### src/pkg/tcs_regs.svh
// register offsets, field positions and reset values of the trace count block
`ifndef TCS_REGS_SVH
`define TCS_REGS_SVH

`define TCS_ADDR_W          8
`define TCS_DATA_W          8

`define TCS_OFS_CTRL1       8'h20
`define TCS_OFS_STATUS      8'h21
`define TCS_OFS_TRACE_CTRL  8'h22
`define TCS_OFS_COUNT       8'h26
`define TCS_OFS_WINDOW      8'h27

`define TCS_CTRL1_ARM_BIT   7
`define TCS_CTRL1_WIN_LSB   0
`define TCS_STATUS_FULL_BIT 7
`define TCS_STATUS_SEQ_LSB  0
`define TCS_TCTRL_ALIGN_LSB 0

`define TCS_WIN_STATE1      2'b00
`define TCS_WIN_STATE2      2'b01
`define TCS_WIN_STATE3      2'b10
`define TCS_WIN_MATCH       2'b11

`define TCS_ALIGN_END       2'b00
`define TCS_ALIGN_BEGIN     2'b01
`define TCS_ALIGN_MID       2'b10

`define TCS_CNT_W           7
`define TCS_CNT_RST         7'h00
`define TCS_CODE_RST        4'h0
`define TCS_ALIGN_RST       2'b00
`define TCS_WIN_RST         2'b00

`endif

### src/pkg/tcs_pkg.sv
// types shared by the trace count and state-1 sequencer block
package tcs_pkg;

	typedef enum logic [2:0]
	{
		TCS_SEQ_IDLE,
		TCS_SEQ_STATE1,
		TCS_SEQ_STATE2,
		TCS_SEQ_STATE3,
		TCS_SEQ_FINAL
	} tcs_seq_e;

	// destination chosen for one match channel
	typedef enum logic [1:0]
	{
		TCS_DST_NONE,
		TCS_DST_STATE2,
		TCS_DST_STATE3,
		TCS_DST_FINAL
	} tcs_dst_e;

	typedef struct packed
	{
		logic       wr;
		logic       rd;
		logic [7:0] addr;
		logic [7:0] wdata;
	} tcs_bus_req_s;

	typedef struct packed
	{
		logic       armed;
		logic [1:0] window_selector;
		logic [1:0] trigger_alignment_field;
		logic [3:0] next_state_code;
		tcs_seq_e   seq;
		logic [6:0] valid_line_tally;
		logic       trace_buffer_full_flag;
		logic [7:0] rdata;
	} tcs_state_s;

endpackage

### src/rtl/tcs_top.sv
// trace line count, full flag, state-1 sequencer and banked state control window
//
// Behaviour
// - keep a seven-bit count of valid 64-bit trace lines
// - wrap to zero sets full flag; end and mid alignment keep counting
// - writing one to the arming bit clears the count
// - of the two resets only power-on reset clears the count; system reset leaves it
// - count one is half a line; each full line adds two
// - full with zero count is 64 lines; begin alignment then disarms
// - full with nonzero count: 64 lines, oldest data overwritten
// - address 0x27 window: 00 state1, 01 state2, 10 state3, 11 match flags
// - state-1 register read when selector 00, written when 00 and disarmed
// - codes 0000..0010: any match goes to state2, state3, final
// - codes 0011..0101: only channel 2 goes to state2, state3, final
// - code 0110: ch0 state2, ch1 state3; 0111: ch1 state3, ch0 final
// - code 1000: ch0 state2, ch2 state3; 1001: ch2 state3, ch0 final
// - code 1010: ch1 state2, ch3 state3; 1011: ch3 state3, ch1 final
// - code 1100: channels 0..2 go to state2, channel 3 ignored
// - codes 1101..1111 reserved: no transition
// - simultaneous matches: lowest channel wins
// - a match leading to final state beats all others
// - alignment field 01 means begin-trigger alignment
`timescale 1ns/1ns

`include "tcs_regs.svh"

module tcs_top
#(
	parameter int NUM_CH = 4
)
(
	// clock, resets, enable
	input  wire logic                  clk_i,
	input  wire logic                  arst_n_i,
	input  wire logic                  sys_rst_i,
	input  wire logic                  ce_i,
	// register port
	input  wire tcs_pkg::tcs_bus_req_s bus_i,
	output logic [7:0]                 rdata_o,
	// trace side
	input  wire logic                  store_half_i,
	input  wire logic                  trace_read_i,
	input  wire logic [NUM_CH-1:0]     match_i,
	// status
	output logic                       armed_o,
	output logic [6:0]                 line_count_o,
	output logic                       full_o,
	output tcs_pkg::tcs_seq_e          seq_state_o
);

	logic [1:0]           rst_sync;
	logic                 rst_n;
	tcs_pkg::tcs_state_s  st;
	tcs_pkg::tcs_state_s  next_st;
	tcs_pkg::tcs_dst_e    dst [NUM_CH];
	logic [NUM_CH-1:0]    hit_final;
	logic [NUM_CH-1:0]    hit_any;

	// reset release through two flops
	// release is synchronous so no flop sees a runt reset edge
	always_ff @(posedge clk_i or negedge arst_n_i)
	begin
		if (!arst_n_i)
			rst_sync <= 2'b00;
		else
			rst_sync <= {rst_sync[0], 1'b1};
	end
	assign rst_n = rst_sync[1];

	// destination for one channel under the state-1 code
	function automatic tcs_pkg::tcs_dst_e dest_of(input logic [3:0] code, input int ch);
		tcs_pkg::tcs_dst_e d;
		d = tcs_pkg::TCS_DST_NONE;
		// codes above 1100 are reserved and never move the sequencer
		case (code)
			4'h0:
			begin
				d = tcs_pkg::TCS_DST_STATE2;
			end
			4'h1:
			begin
				d = tcs_pkg::TCS_DST_STATE3;
			end
			4'h2:
			begin
				d = tcs_pkg::TCS_DST_FINAL;
			end
			4'h3:
			begin
				if (ch == 2) d = tcs_pkg::TCS_DST_STATE2;
			end
			4'h4:
			begin
				if (ch == 2) d = tcs_pkg::TCS_DST_STATE3;
			end
			4'h5:
			begin
				if (ch == 2) d = tcs_pkg::TCS_DST_FINAL;
			end
			4'h6:
			begin
				if (ch == 0) d = tcs_pkg::TCS_DST_STATE2;
				if (ch == 1) d = tcs_pkg::TCS_DST_STATE3;
			end
			4'h7:
			begin
				if (ch == 1) d = tcs_pkg::TCS_DST_STATE3;
				if (ch == 0) d = tcs_pkg::TCS_DST_FINAL;
			end
			4'h8:
			begin
				if (ch == 0) d = tcs_pkg::TCS_DST_STATE2;
				if (ch == 2) d = tcs_pkg::TCS_DST_STATE3;
			end
			4'h9:
			begin
				if (ch == 2) d = tcs_pkg::TCS_DST_STATE3;
				if (ch == 0) d = tcs_pkg::TCS_DST_FINAL;
			end
			4'hA:
			begin
				if (ch == 1) d = tcs_pkg::TCS_DST_STATE2;
				if (ch == 3) d = tcs_pkg::TCS_DST_STATE3;
			end
			4'hB:
			begin
				if (ch == 3) d = tcs_pkg::TCS_DST_STATE3;
				if (ch == 1) d = tcs_pkg::TCS_DST_FINAL;
			end
			4'hC:
			begin
				if (ch != 3) d = tcs_pkg::TCS_DST_STATE2;
			end
			default:
			begin
				d = tcs_pkg::TCS_DST_NONE;
			end
		endcase
		return d;
	endfunction

	genvar g;
	generate
		for (g = 0; g < NUM_CH; g++)
		begin : g_ch
			// a channel without a match never competes
			assign dst[g]       = match_i[g] ? dest_of(st.next_state_code, g)
			                                 : tcs_pkg::TCS_DST_NONE;
			assign hit_final[g] = (dst[g] == tcs_pkg::TCS_DST_FINAL);
			assign hit_any[g]   = (dst[g] != tcs_pkg::TCS_DST_NONE);
		end
	endgenerate

	always_comb
	begin
		logic              wr_ctrl1;
		logic              wr_tctrl;
		logic              wr_window;
		logic              arm_wr;
		logic              disarm_wr;
		logic              store_ok;
		logic              wrap;
		logic              seq_live;
		tcs_pkg::tcs_dst_e win;
		logic [6:0]        cnt_inc;
		next_st   = st;
		wr_ctrl1  = bus_i.wr && (bus_i.addr == `TCS_OFS_CTRL1);
		wr_tctrl  = bus_i.wr && (bus_i.addr == `TCS_OFS_TRACE_CTRL);
		wr_window = bus_i.wr && (bus_i.addr == `TCS_OFS_WINDOW);
		arm_wr    = wr_ctrl1 && bus_i.wdata[`TCS_CTRL1_ARM_BIT];
		disarm_wr = wr_ctrl1 && !bus_i.wdata[`TCS_CTRL1_ARM_BIT];
		store_ok  = st.armed && store_half_i;
		cnt_inc   = st.valid_line_tally + 7'h01;
		wrap      = (cnt_inc == `TCS_CNT_RST);
		seq_live  = 1'b0;
		win       = tcs_pkg::TCS_DST_NONE;

		// control register: arming bit and window selector
		if (wr_ctrl1)
		begin
			next_st.armed           = bus_i.wdata[`TCS_CTRL1_ARM_BIT];
			next_st.window_selector = bus_i.wdata[`TCS_CTRL1_WIN_LSB +: 2];
		end

		// alignment may not change under a running session
		if (wr_tctrl && !st.armed)
		begin
			next_st.trigger_alignment_field = bus_i.wdata[`TCS_TCTRL_ALIGN_LSB +: 2];
		end

		// only bank 00 lives here; other banks ignore the write
		if (wr_window && st.window_selector == `TCS_WIN_STATE1 && !st.armed)
		begin
			next_st.next_state_code = bus_i.wdata[3:0];
		end

		// arming starts a fresh session, disarming parks the sequencer
		if (arm_wr)
		begin
			next_st.valid_line_tally       = `TCS_CNT_RST;
			next_st.trace_buffer_full_flag = 1'b0;
			next_st.seq                    = tcs_pkg::TCS_SEQ_STATE1;
		end
		else if (disarm_wr)
		begin
			next_st.seq = tcs_pkg::TCS_SEQ_IDLE;
		end

		// trace reads leave the count alone
		if (trace_read_i)
		begin
			next_st.valid_line_tally = next_st.valid_line_tally;
		end

		// each half line adds one, so a whole line adds two
		if (store_ok && !arm_wr)
		begin
			next_st.valid_line_tally = cnt_inc;
			if (wrap)
			begin
				next_st.trace_buffer_full_flag = 1'b1;
				// begin alignment stops at exactly 64 lines
				if (st.trigger_alignment_field == `TCS_ALIGN_BEGIN)
				begin
					next_st.armed = 1'b0;
					next_st.seq   = tcs_pkg::TCS_SEQ_IDLE;
				end
			end
		end
		else if (store_ok && arm_wr && wrap)
		begin
			// hardware set wins over the clear done by the arming write
			next_st.trace_buffer_full_flag = 1'b1;
		end

		// state-1 moves only while the session stays armed past this edge,
		// otherwise a disarm would be undone by the hold below
		seq_live = st.armed && next_st.armed && !arm_wr
		           && (st.seq == tcs_pkg::TCS_SEQ_STATE1);
		if (seq_live)
		begin
			// a final-state match beats all others, else the lowest channel wins
			if (|hit_final)
			begin
				win = tcs_pkg::TCS_DST_FINAL;
			end
			else
			begin
				for (int c = NUM_CH - 1; c >= 0; c--)
				begin
					if (hit_any[c])
					begin
						win = dst[c];
					end
				end
			end
			case (win)
				tcs_pkg::TCS_DST_STATE2: next_st.seq = tcs_pkg::TCS_SEQ_STATE2;
				tcs_pkg::TCS_DST_STATE3: next_st.seq = tcs_pkg::TCS_SEQ_STATE3;
				tcs_pkg::TCS_DST_FINAL:  next_st.seq = tcs_pkg::TCS_SEQ_FINAL;
				default:                 next_st.seq = st.seq;
			endcase
		end

		// read data, valid only in the cycle after the strobe
		next_st.rdata = 8'h00;
		if (bus_i.rd)
		begin
			case (bus_i.addr)
				`TCS_OFS_CTRL1:
				begin
					next_st.rdata[`TCS_CTRL1_ARM_BIT]       = st.armed;
					next_st.rdata[`TCS_CTRL1_WIN_LSB +: 2] = st.window_selector;
				end
				`TCS_OFS_STATUS:
				begin
					next_st.rdata[`TCS_STATUS_FULL_BIT]     = st.trace_buffer_full_flag;
					next_st.rdata[`TCS_STATUS_SEQ_LSB +: 3] = st.seq;
				end
				`TCS_OFS_TRACE_CTRL:
				begin
					next_st.rdata[`TCS_TCTRL_ALIGN_LSB +: 2] = st.trigger_alignment_field;
				end
				`TCS_OFS_COUNT:
				begin
					// count is readable at any time, armed or not
					next_st.rdata = {1'b0, st.valid_line_tally};
				end
				`TCS_OFS_WINDOW:
				begin
					// other banks live outside this block and read as zero here
					if (st.window_selector == `TCS_WIN_STATE1)
					begin
						next_st.rdata = {4'h0, st.next_state_code};
					end
				end
				default:
				begin
					next_st.rdata = 8'h00;
				end
			endcase
		end

		// system reset keeps the captured count for post-mortem
		if (sys_rst_i)
		begin
			next_st.armed                   = 1'b0;
			next_st.window_selector         = `TCS_WIN_RST;
			next_st.trigger_alignment_field = `TCS_ALIGN_RST;
			next_st.next_state_code         = `TCS_CODE_RST;
			next_st.seq                     = tcs_pkg::TCS_SEQ_IDLE;
			next_st.valid_line_tally        = st.valid_line_tally;
			next_st.trace_buffer_full_flag  = st.trace_buffer_full_flag;
		end
	end

	always_ff @(posedge clk_i or negedge rst_n)
	begin
		if (!rst_n)
		begin
			st.armed                   <= 1'b0;
			st.window_selector         <= `TCS_WIN_RST;
			st.trigger_alignment_field <= `TCS_ALIGN_RST;
			st.next_state_code         <= `TCS_CODE_RST;
			st.seq                     <= tcs_pkg::TCS_SEQ_IDLE;
			st.valid_line_tally        <= `TCS_CNT_RST;
			st.trace_buffer_full_flag  <= 1'b0;
			st.rdata                   <= 8'h00;
		end
		else if (ce_i)
		begin
			// a low enable freezes every field, read data included
			st <= next_st;
		end
	end

	assign rdata_o      = st.rdata;
	assign armed_o      = st.armed;
	assign line_count_o = st.valid_line_tally;
	assign full_o       = st.trace_buffer_full_flag;
	assign seq_state_o  = st.seq;

endmodule

### config.mk
export PLATFORM = sky130hd
export DESIGN_NAME = tcs_top
export DESIGN_NICKNAME = d
export VERILOG_FILES = /design/src/pkg/tcs_pkg.sv /design/src/rtl/tcs_top.sv
export VERILOG_INCLUDE_DIRS = /design/src /design/src/pkg
export SDC_FILE = /design/constraint.sdc
export NUM_CORES = 1
export LEC_CHECK = 0
export BUFFER_PORTS_ARGS = -buffer_cell sky130_fd_sc_hd__buf_4
export CORE_MARGIN = 10
export CORE_UTILIZATION = 34
export CTS_CLUSTER_SIZE = 24
export DETAILED_ROUTE_END_ITERATION = 7
export PLACE_DENSITY = 0.5
export SLEW_MARGIN = 25
export SYNTH_ARGS = -nofsm -noshare
export SYNTH_HDL_FRONTEND = slang
export SYNTH_SLANG_ARGS = --single-unit
export TNS_END_PERCENT = 50
### constraint.sdc
create_clock -name clk_i -period 1 [get_ports clk_i]
set_input_delay 0.1 -clock clk_i [delete_from_list [all_inputs] [get_ports clk_i]]
set_output_delay 0.1 -clock clk_i [all_outputs]
set_load 0.05 [all_outputs]
==> results of run 1 <==
-- metal layers --
metal | GRT usage | vias up
li1 | - | 1120
met1 | 0.1836 | 1061
met4 | 0.03696 | 0
met2 | 0.2125 | 52
met3 | 0.03915 | 9
met5 | 0 | -
-- sequential cells by signal (all words and copies together), names as in the netlist --
name	flops
seq_state_o	3
armed_o	1
rdata_o	8
line_count_o	7
rst_sync	2
full_o	1
st	8
-- layout make-up --
type	count	area, µm²
clock buffers	6	82.58
clock inverters	2	12.51
fillers	575	2721
inverters	14	52.55
multi-input cells	187	1446
flip-flops and latches	30	762.0
well taps	77	96.34
repair buffers	122	1104
-- timing repair --
| action | CTS | global route |
|---|---|---|
| hold buffers | 1 | 0 |
| gates resized for setup | 72 | 31 |
| setup endpoints to repair | 40 | 42 |
| setup buffers | 10 | 4 |
| pin swaps | 20 | 16 |
| endpoints found under the hold margin | 2 | 0 |
-- layout by cell type (no fill, tap or decap), types with 5 or more instances in the layout --
cell type   n
o21ai_1    13
nor2_4      6
dfrtp_2     9
inv_1      14
buf_4      84
buf_6      27
nor2_1     11
mux2i_1     5
buf_8       5
o22ai_1     6
clkbuf_8    6
o21ai_0     6
o21ai_2     8
dfrtp_1    21
nor2b_1     5
nand2_1    26
nand2b_1   10
-- synthesized netlist by cell type (all sizes together) (2+ instances only) --
master,count
nand2,31
dfrtp,30
o21ai,28
buf,21
nor2,18
inv,14
clkbuf,11
nand2b,11
nor2b,8
a21oi,6
o22ai,6
mux2i,5
nand3,5
o31ai,5
a22oi,4
nor3,4
o32ai,4
a22o,3
a31oi,3
and3,3
nor4,3
xnor2,3
a32o,2
a41oi,2
and2,2
ha,2
nand3b,2
nor3b,2
or2,2
or3,2
or4b,2
-- cell families after synthesis --
kind of cell / count (synthesis) / share of synthesized area
flops: 30 / 0.3450
simple gates: 100 / 0.2490
mux: 6 / 0.02818
fa+ha+maj: 2 / 0.01150
xor+xnor: 4 / 0.01610
buf+inv: 46 / 0.1162
other cells: 1 / 0.001723
compound gates: 74 / 0.2323
-- worst paths after layout --
check,start,endpoint
worst max-delay path,line_count_o[0]$_DFFE_PN0P_,seq_state_o[2]$_DFFE_PN0P_
worst min-delay path,bus_i[2],st[21]$_DFFE_PN0P_
worst max register to register,line_count_o[0]$_DFFE_PN0P_,seq_state_o[2]$_DFFE_PN0P_
worst min register to register,rst_sync[1]$_DFF_PN0_,line_count_o[1]$_DFFE_PN0P_
max in group asynchronous,rst_sync[1]$_DFF_PN0_,line_count_o[5]$_DFFE_PN0P_
min in group asynchronous,arst_n_i,rst_sync[1]$_DFF_PN0_
-- per-stage QoR --
stage	TNS [ns]	cells	hold WS, ns	worst slack [ns]	util
floorplan	-15.15	263	-0.1956	-0.7949	-
global placement	-20.75	416	-0.1171	-0.9297	0.4698
detailed placement	-21.03	416	-0.1159	-0.9489	0.4698
CTS	-15.00	435	0.03603	-0.9031	0.5412
global route	-16.67	438	0.04186	-1.040	0.5665
finish	-14.39	438	0.04452	-0.9323	0.5665
-- power breakdown --
| part | switching [W] | internal (W) |
|---|---|---|
| sequential | 0.0000106 | 0.00123 |
| combinational | 0.000203 | 0.000201 |
| clock | 0.000511 | 0.000553 |
==> impl_results.md, run 1 <==
* Fraction of registers with async set/reset at 1.000
* Final Cycle Share at 1.932
* Synth cell types at 58
* WP data arrival at around 2.1 ns
* Cell row count at 29
* H-tree Lvls at 2
* PortBufs at 43
* Clock skew at 0.003000 ns
* Die width at 100.0 µm
* Crit-path max FO at 4
* Diodes inserted at 0
* Max Cap Viol at 0
* Area post-placement at between 2000 and 3000 µm²
* Failing checks: setup timing
* Largest net degree at the start of global routing at 29
* Fin crit period at 1.932 ns
* Initial antenna violation count at 0
* Startpoint types: flop
* Met1 Wirelength at between 3000 and 4000 µm
* Area growth syn-to-layout at 63.43%
* Outcome: complete, but fails checks
* Final-report max-slew violation count at 0
* Nets at between 300 and 400
* Largest delay share family, worst path: compound AO/OA/AOI/OAI gates
* Synthesized cell area at between 2000 and 2500 µm²
* Mapped Cells at about 260
* Primary FF master, synth: dfrtp_1
* Number of global-route vias before repair at approximately 2300
* LEAKAGE at 1.566 nW
* Crit-path slowest cell: dfrtp_2
* Wire length on met2 at ~3200 µm
* Met3 routed WL at between 400 and 500 µm
* Cell area after layout at 3556 µm²
* DRC at 0
* Post-DRT Antenna Nets at 0
* RSZ-0062 raised after global routing: yes
* CP Cell Sequence: ha_4 -> a31oi_4 -> a21oi_2 -> o32ai_2 -> nand3b_1 -> nor2_4 -> a311oi_2 -> a32o_1
* Global-route usage over all layers at 0.1377
* Clk Tree Root Cell: clkbuf_8
* # clock sinks at 30
* Crit path buf inv count at 0
* Share of cells above drive strength 1 at 0.5180
* CP peak stage delay at 0.44 ns
* VDD IR max at slightly below 0.8 mV
* Final hold vios at 0
* Hold depth at 2
* Synth area leaders: dfrtp_1 35%, buf_4 6.6%, nand2_1 5.2%
* Sequential area share after synthesis at 0.3450
* # IOs at 48
* Post-synth EDFFs at 0
* CP endpoint kind: flop
* Initial core utilization at 0.3466
* CTS buffer count at 5
* Min-delay worst type: in2reg
* #FFs+latches synth at 30
* Die ar. at 9999 µm²
* Ys Warns at 0
* Synth Area per Inst at 8.273 µm²
* Clock-pin slew on the worst setup and hold paths at approximately 0.07 ns
* P per Cell Area at 761.5 nW/µm²
* First-pass GRT wire length at 11390 µm
* Total Power at ~0.0027 W
* Post-Syn Nets at 293
* Stages on worst setup path at 8
* DRT iter0 DRCs at 86
* Via density at 5.119
* Worst reg2reg path depth at 8
* Detailed Route WL at 6770 µm
* Top cell type by total area after synthesis: dfrtp_1
* Max Clock Freq at between 500 and 600 MHz
* GRT Residual Overflow at 0
* Hpwl dp at between 5000 and 6000 µm
* Synth top area share at 0.3450
* Clk buf depth at 2
* TritonCTS clock tree: yes
* Final setup violating endpoints at 39
* Top Metal Used: met4
* WS Path Type: reg2reg
* Via count at between 2000 and 2500
* Reg2Reg Setup Slack at -0.93 ns
* Worst Path Required at 1.18 ns
* Final WS setup at -0.9323 ns
* Clock latency on the worst-skew pair at 0.29 ns
* Final GP Congestion at ~0.86
* Routed WL per cell at 15.46 µm
* Die H at 100.0 µm
* Router iterations before antenna repair at 4
* Core area at 6277 µm²
Note: power is estimated with default switching activity, not from simulation.
==> inputs of run 2 (changes only) <==
--- a/config.mk
+++ b/config.mk
@@ -8,10 +8,11 @@
 export LEC_CHECK = 0
 export BUFFER_PORTS_ARGS = -buffer_cell sky130_fd_sc_hd__buf_4
 export CORE_MARGIN = 10
-export CORE_UTILIZATION = 34
+export CORE_UTILIZATION = 54
 export CTS_CLUSTER_SIZE = 24
 export DETAILED_ROUTE_END_ITERATION = 7
-export PLACE_DENSITY = 0.5
+export PLACE_DENSITY = 0.75
+export REMOVE_ABC_BUFFERS = 1
 export SLEW_MARGIN = 25
 export SYNTH_ARGS = -nofsm -noshare
 export SYNTH_HDL_FRONTEND = slang
==> impl_results.md, run 2 (synthesis gave the netlist of run 1 again) <==
* Clk Tree Root Cell: clkbuf_8
* CP Cell Sequence: clkbuf_2 -> inv_1 -> and3_1 -> o21ai_2 -> nand2_1 -> nor3_2 -> mux2i_1 -> a32o_1
* Initial core utilization at 0.5519
* TritonCTS clock tree: yes
* Final-report max-slew violation count at 0
* Reg2Reg Setup Slack at -0.99 ns
* Die ar. at 6968 µm²
* Clock-pin slew on the worst setup and hold paths at 0.06 ns
* Largest net degree at the start of global routing at 29
* Via density at 6.277
* RSZ-0062 raised after global routing: yes
* Final setup violating endpoints at 39
* Final Cycle Share at 1.989
* Hold depth at 2
* WP data arrival at about 2.2 ns
* Max Clock Freq at between 500 and 600 MHz
* Fin crit period at 1.989 ns
* Worst Path Required at 1.22 ns
* Failing checks: setup timing
* CP peak stage delay at 0.45 ns
* Global-route usage over all layers at 0.1949
* Hpwl dp at 5096 µm
* Die width at 83.48 µm
* PortBufs at 43
* # IOs at 48
* Outcome: complete, but fails checks
* Routed WL per cell at 21.09 µm
* VDD IR max at about 0.87 mV
* Initial antenna violation count at 0
* Sink of the worst hold path: st[21]$_DFFE_PN0P_
* Final GP Congestion at 0.9341
* Clk buf depth at 2
* Clock latency on the worst-skew pair at 0.29 ns
* Commonest non-fill, non-tap cells in the layout: 92 x buf_4, 27 x nand2_1, 26 x dfrtp_1, 20 x buf_6, 14 x inv_1
* Hold path startpoint: bus_i[2]
* Hold slack at 0.03901 ns
* Area growth syn-to-layout at 57.62%
* Final WS setup at -0.9893 ns
* Largest delay share family, worst path: simple AND/OR/NAND/NOR gates
* Detailed Route WL at 8605 µm
* Commonest non-fill, non-tap cell in the layout: buf_4
* Max Cap Viol at 0
* Die H at 83.48 µm
* Worst reg2reg path depth at 8
* DP Cell Count at 391
* Post-DRT Antenna Nets at 0
* Startpoint types: flop
* Crit-path max FO at 7
* H-tree Lvls at 2
* Crit-path slowest cell: dfrtp_2
* Min-delay worst type: in2reg
* Router iterations before antenna repair at 5
* DRT iter0 DRCs at around 320
* Crit path buf inv count at 2
* FF-to-FF End: seq_state_o[1]$_DFFE_PN0P_
* Share of cells above drive strength 1 at 0.5084
* GRT Residual Overflow at 0
* Final hold vios at 0
* # clock sinks at 30
* Non-Filler Instances at roughly 410
* Number of global-route vias before repair at ~2300
* FF-to-FF Start: st[22]$_DFFE_PN0P_
* CTS buffer count at 5
* Diodes inserted at 0
* Clock skew at approximately 0.0057 ns
* Cell row count at 23
* DRC at 0
* P per Cell Area at 768.5 nW/µm²
* Nets at 389
* Via count at 2561
* CP endpoint kind: flop
* Core area at 3943 µm²
* WS Path Type: reg2reg
* First-pass GRT wire length at 11350 µm
* LEAKAGE at around 1.5 nW
## run 2: cell count changes in the layout (fill, tap and decap cells not counted), moves of 2 or more
cell     previous run  this run
buf_6              27        20
dfrtp_1            21        26
buf_12              4         1
nand2_4             3         1
dfrtp_2             9         4
o21ai_1            13        10
o21ai_2             8        10
buf_4              84        92
## run 2: metrics by stage
| stage | total power [W] | worst slack [ns] | cell area, µm² | util | TNS [ns] |
|---|---|---|---|---|---|
| 2_1_floorplan | 0.001381 | -1.305 | 1976 | - | -17.58 |
| 3_3_place_gp | 0.001603 | -0.8781 | 2877 | 0.7296 | -20.69 |
| 3_5_place_dp | 0.001607 | -0.9281 | 2877 | 0.7296 | -21.33 |
| 4_1_cts | 0.002595 | -0.8573 | 3227 | 0.8185 | -14.26 |
| 5_1_grt | 0.002741 | -1.083 | 3430 | 0.8699 | -18.60 |
| 6_report | 0.002636 | -0.9893 | 3430 | 0.8699 | -16.97 |
## run 2: worst register-to-register path, cell delays in order, from the launching register on
cell	delay [ns]
dfrtp_2	0.45
clkbuf_2	0.21
inv_1	0.10
and3_1	0.16
o21ai_2	0.21
nand2_1	0.13
nor3_2	0.19
mux2i_1	0.26
a32o_1	0.22
## run 2: what timing repair did
| item | in CTS | in global routing |
|---|---|---|
| hold endpoints to repair | 2 | 0 |
| hold buffers | 1 | 0 |
| buffers inserted | 3 | 9 |
| endpoints found under the setup margin | 39 | 40 |
| resized for setup | 62 | 40 |
| pin swaps | 22 | 18 |
## run 2: routing by layer
layer  vias to the layer above  share of wire  global-route usage
met3                        49          0.087             0.05176
met1                      1221           0.39              0.2510
li1                       1113              -                   -
met4                         0          0.057             0.05175
met2                       178           0.46              0.3132
met5                         -              0                   0
## run 2: where the power goes
group | internal [W] | switching, W
logic | 0.000201 | 0.000226
clock network | 0.000529 | 0.000439
registers | 0.00123 | 0.0000105
total | 0.00196 | 0.000675
## run 2: worst max-delay path by stage
stage	start	end	slack, ns	depth (start not counted)
6_report	st[22]$_DFFE_PN0P_	seq_state_o[1]$_DFFE_PN0P_	-0.99	8
5_1_grt	st[22]$_DFFE_PN0P_	seq_state_o[1]$_DFFE_PN0P_	-1.08	8
4_1_cts	st[21]$_DFFE_PN0P_	seq_state_o[1]$_DFFE_PN0P_	-0.86	8
3_5_place_dp	line_count_o[0]$_DFFE_PN0P_	seq_state_o[1]$_DFFE_PN0P_	-0.93	8
3_3_place_gp	bus_i[12]	seq_state_o[2]$_DFFE_PN0P_	-0.88	7
2_1_floorplan	line_count_o[0]$_DFFE_PN0P_	seq_state_o[1]$_DFFE_PN0P_	-1.30	8
## run 2: cell type report
type	count	area, µm²
inverters	14	52.55
multi-input cells	187	1435
clock buffers	6	82.58
fillers	205	513.0
repair buffers	121	1041
flip-flops and latches	30	755.7
well taps	50	62.56
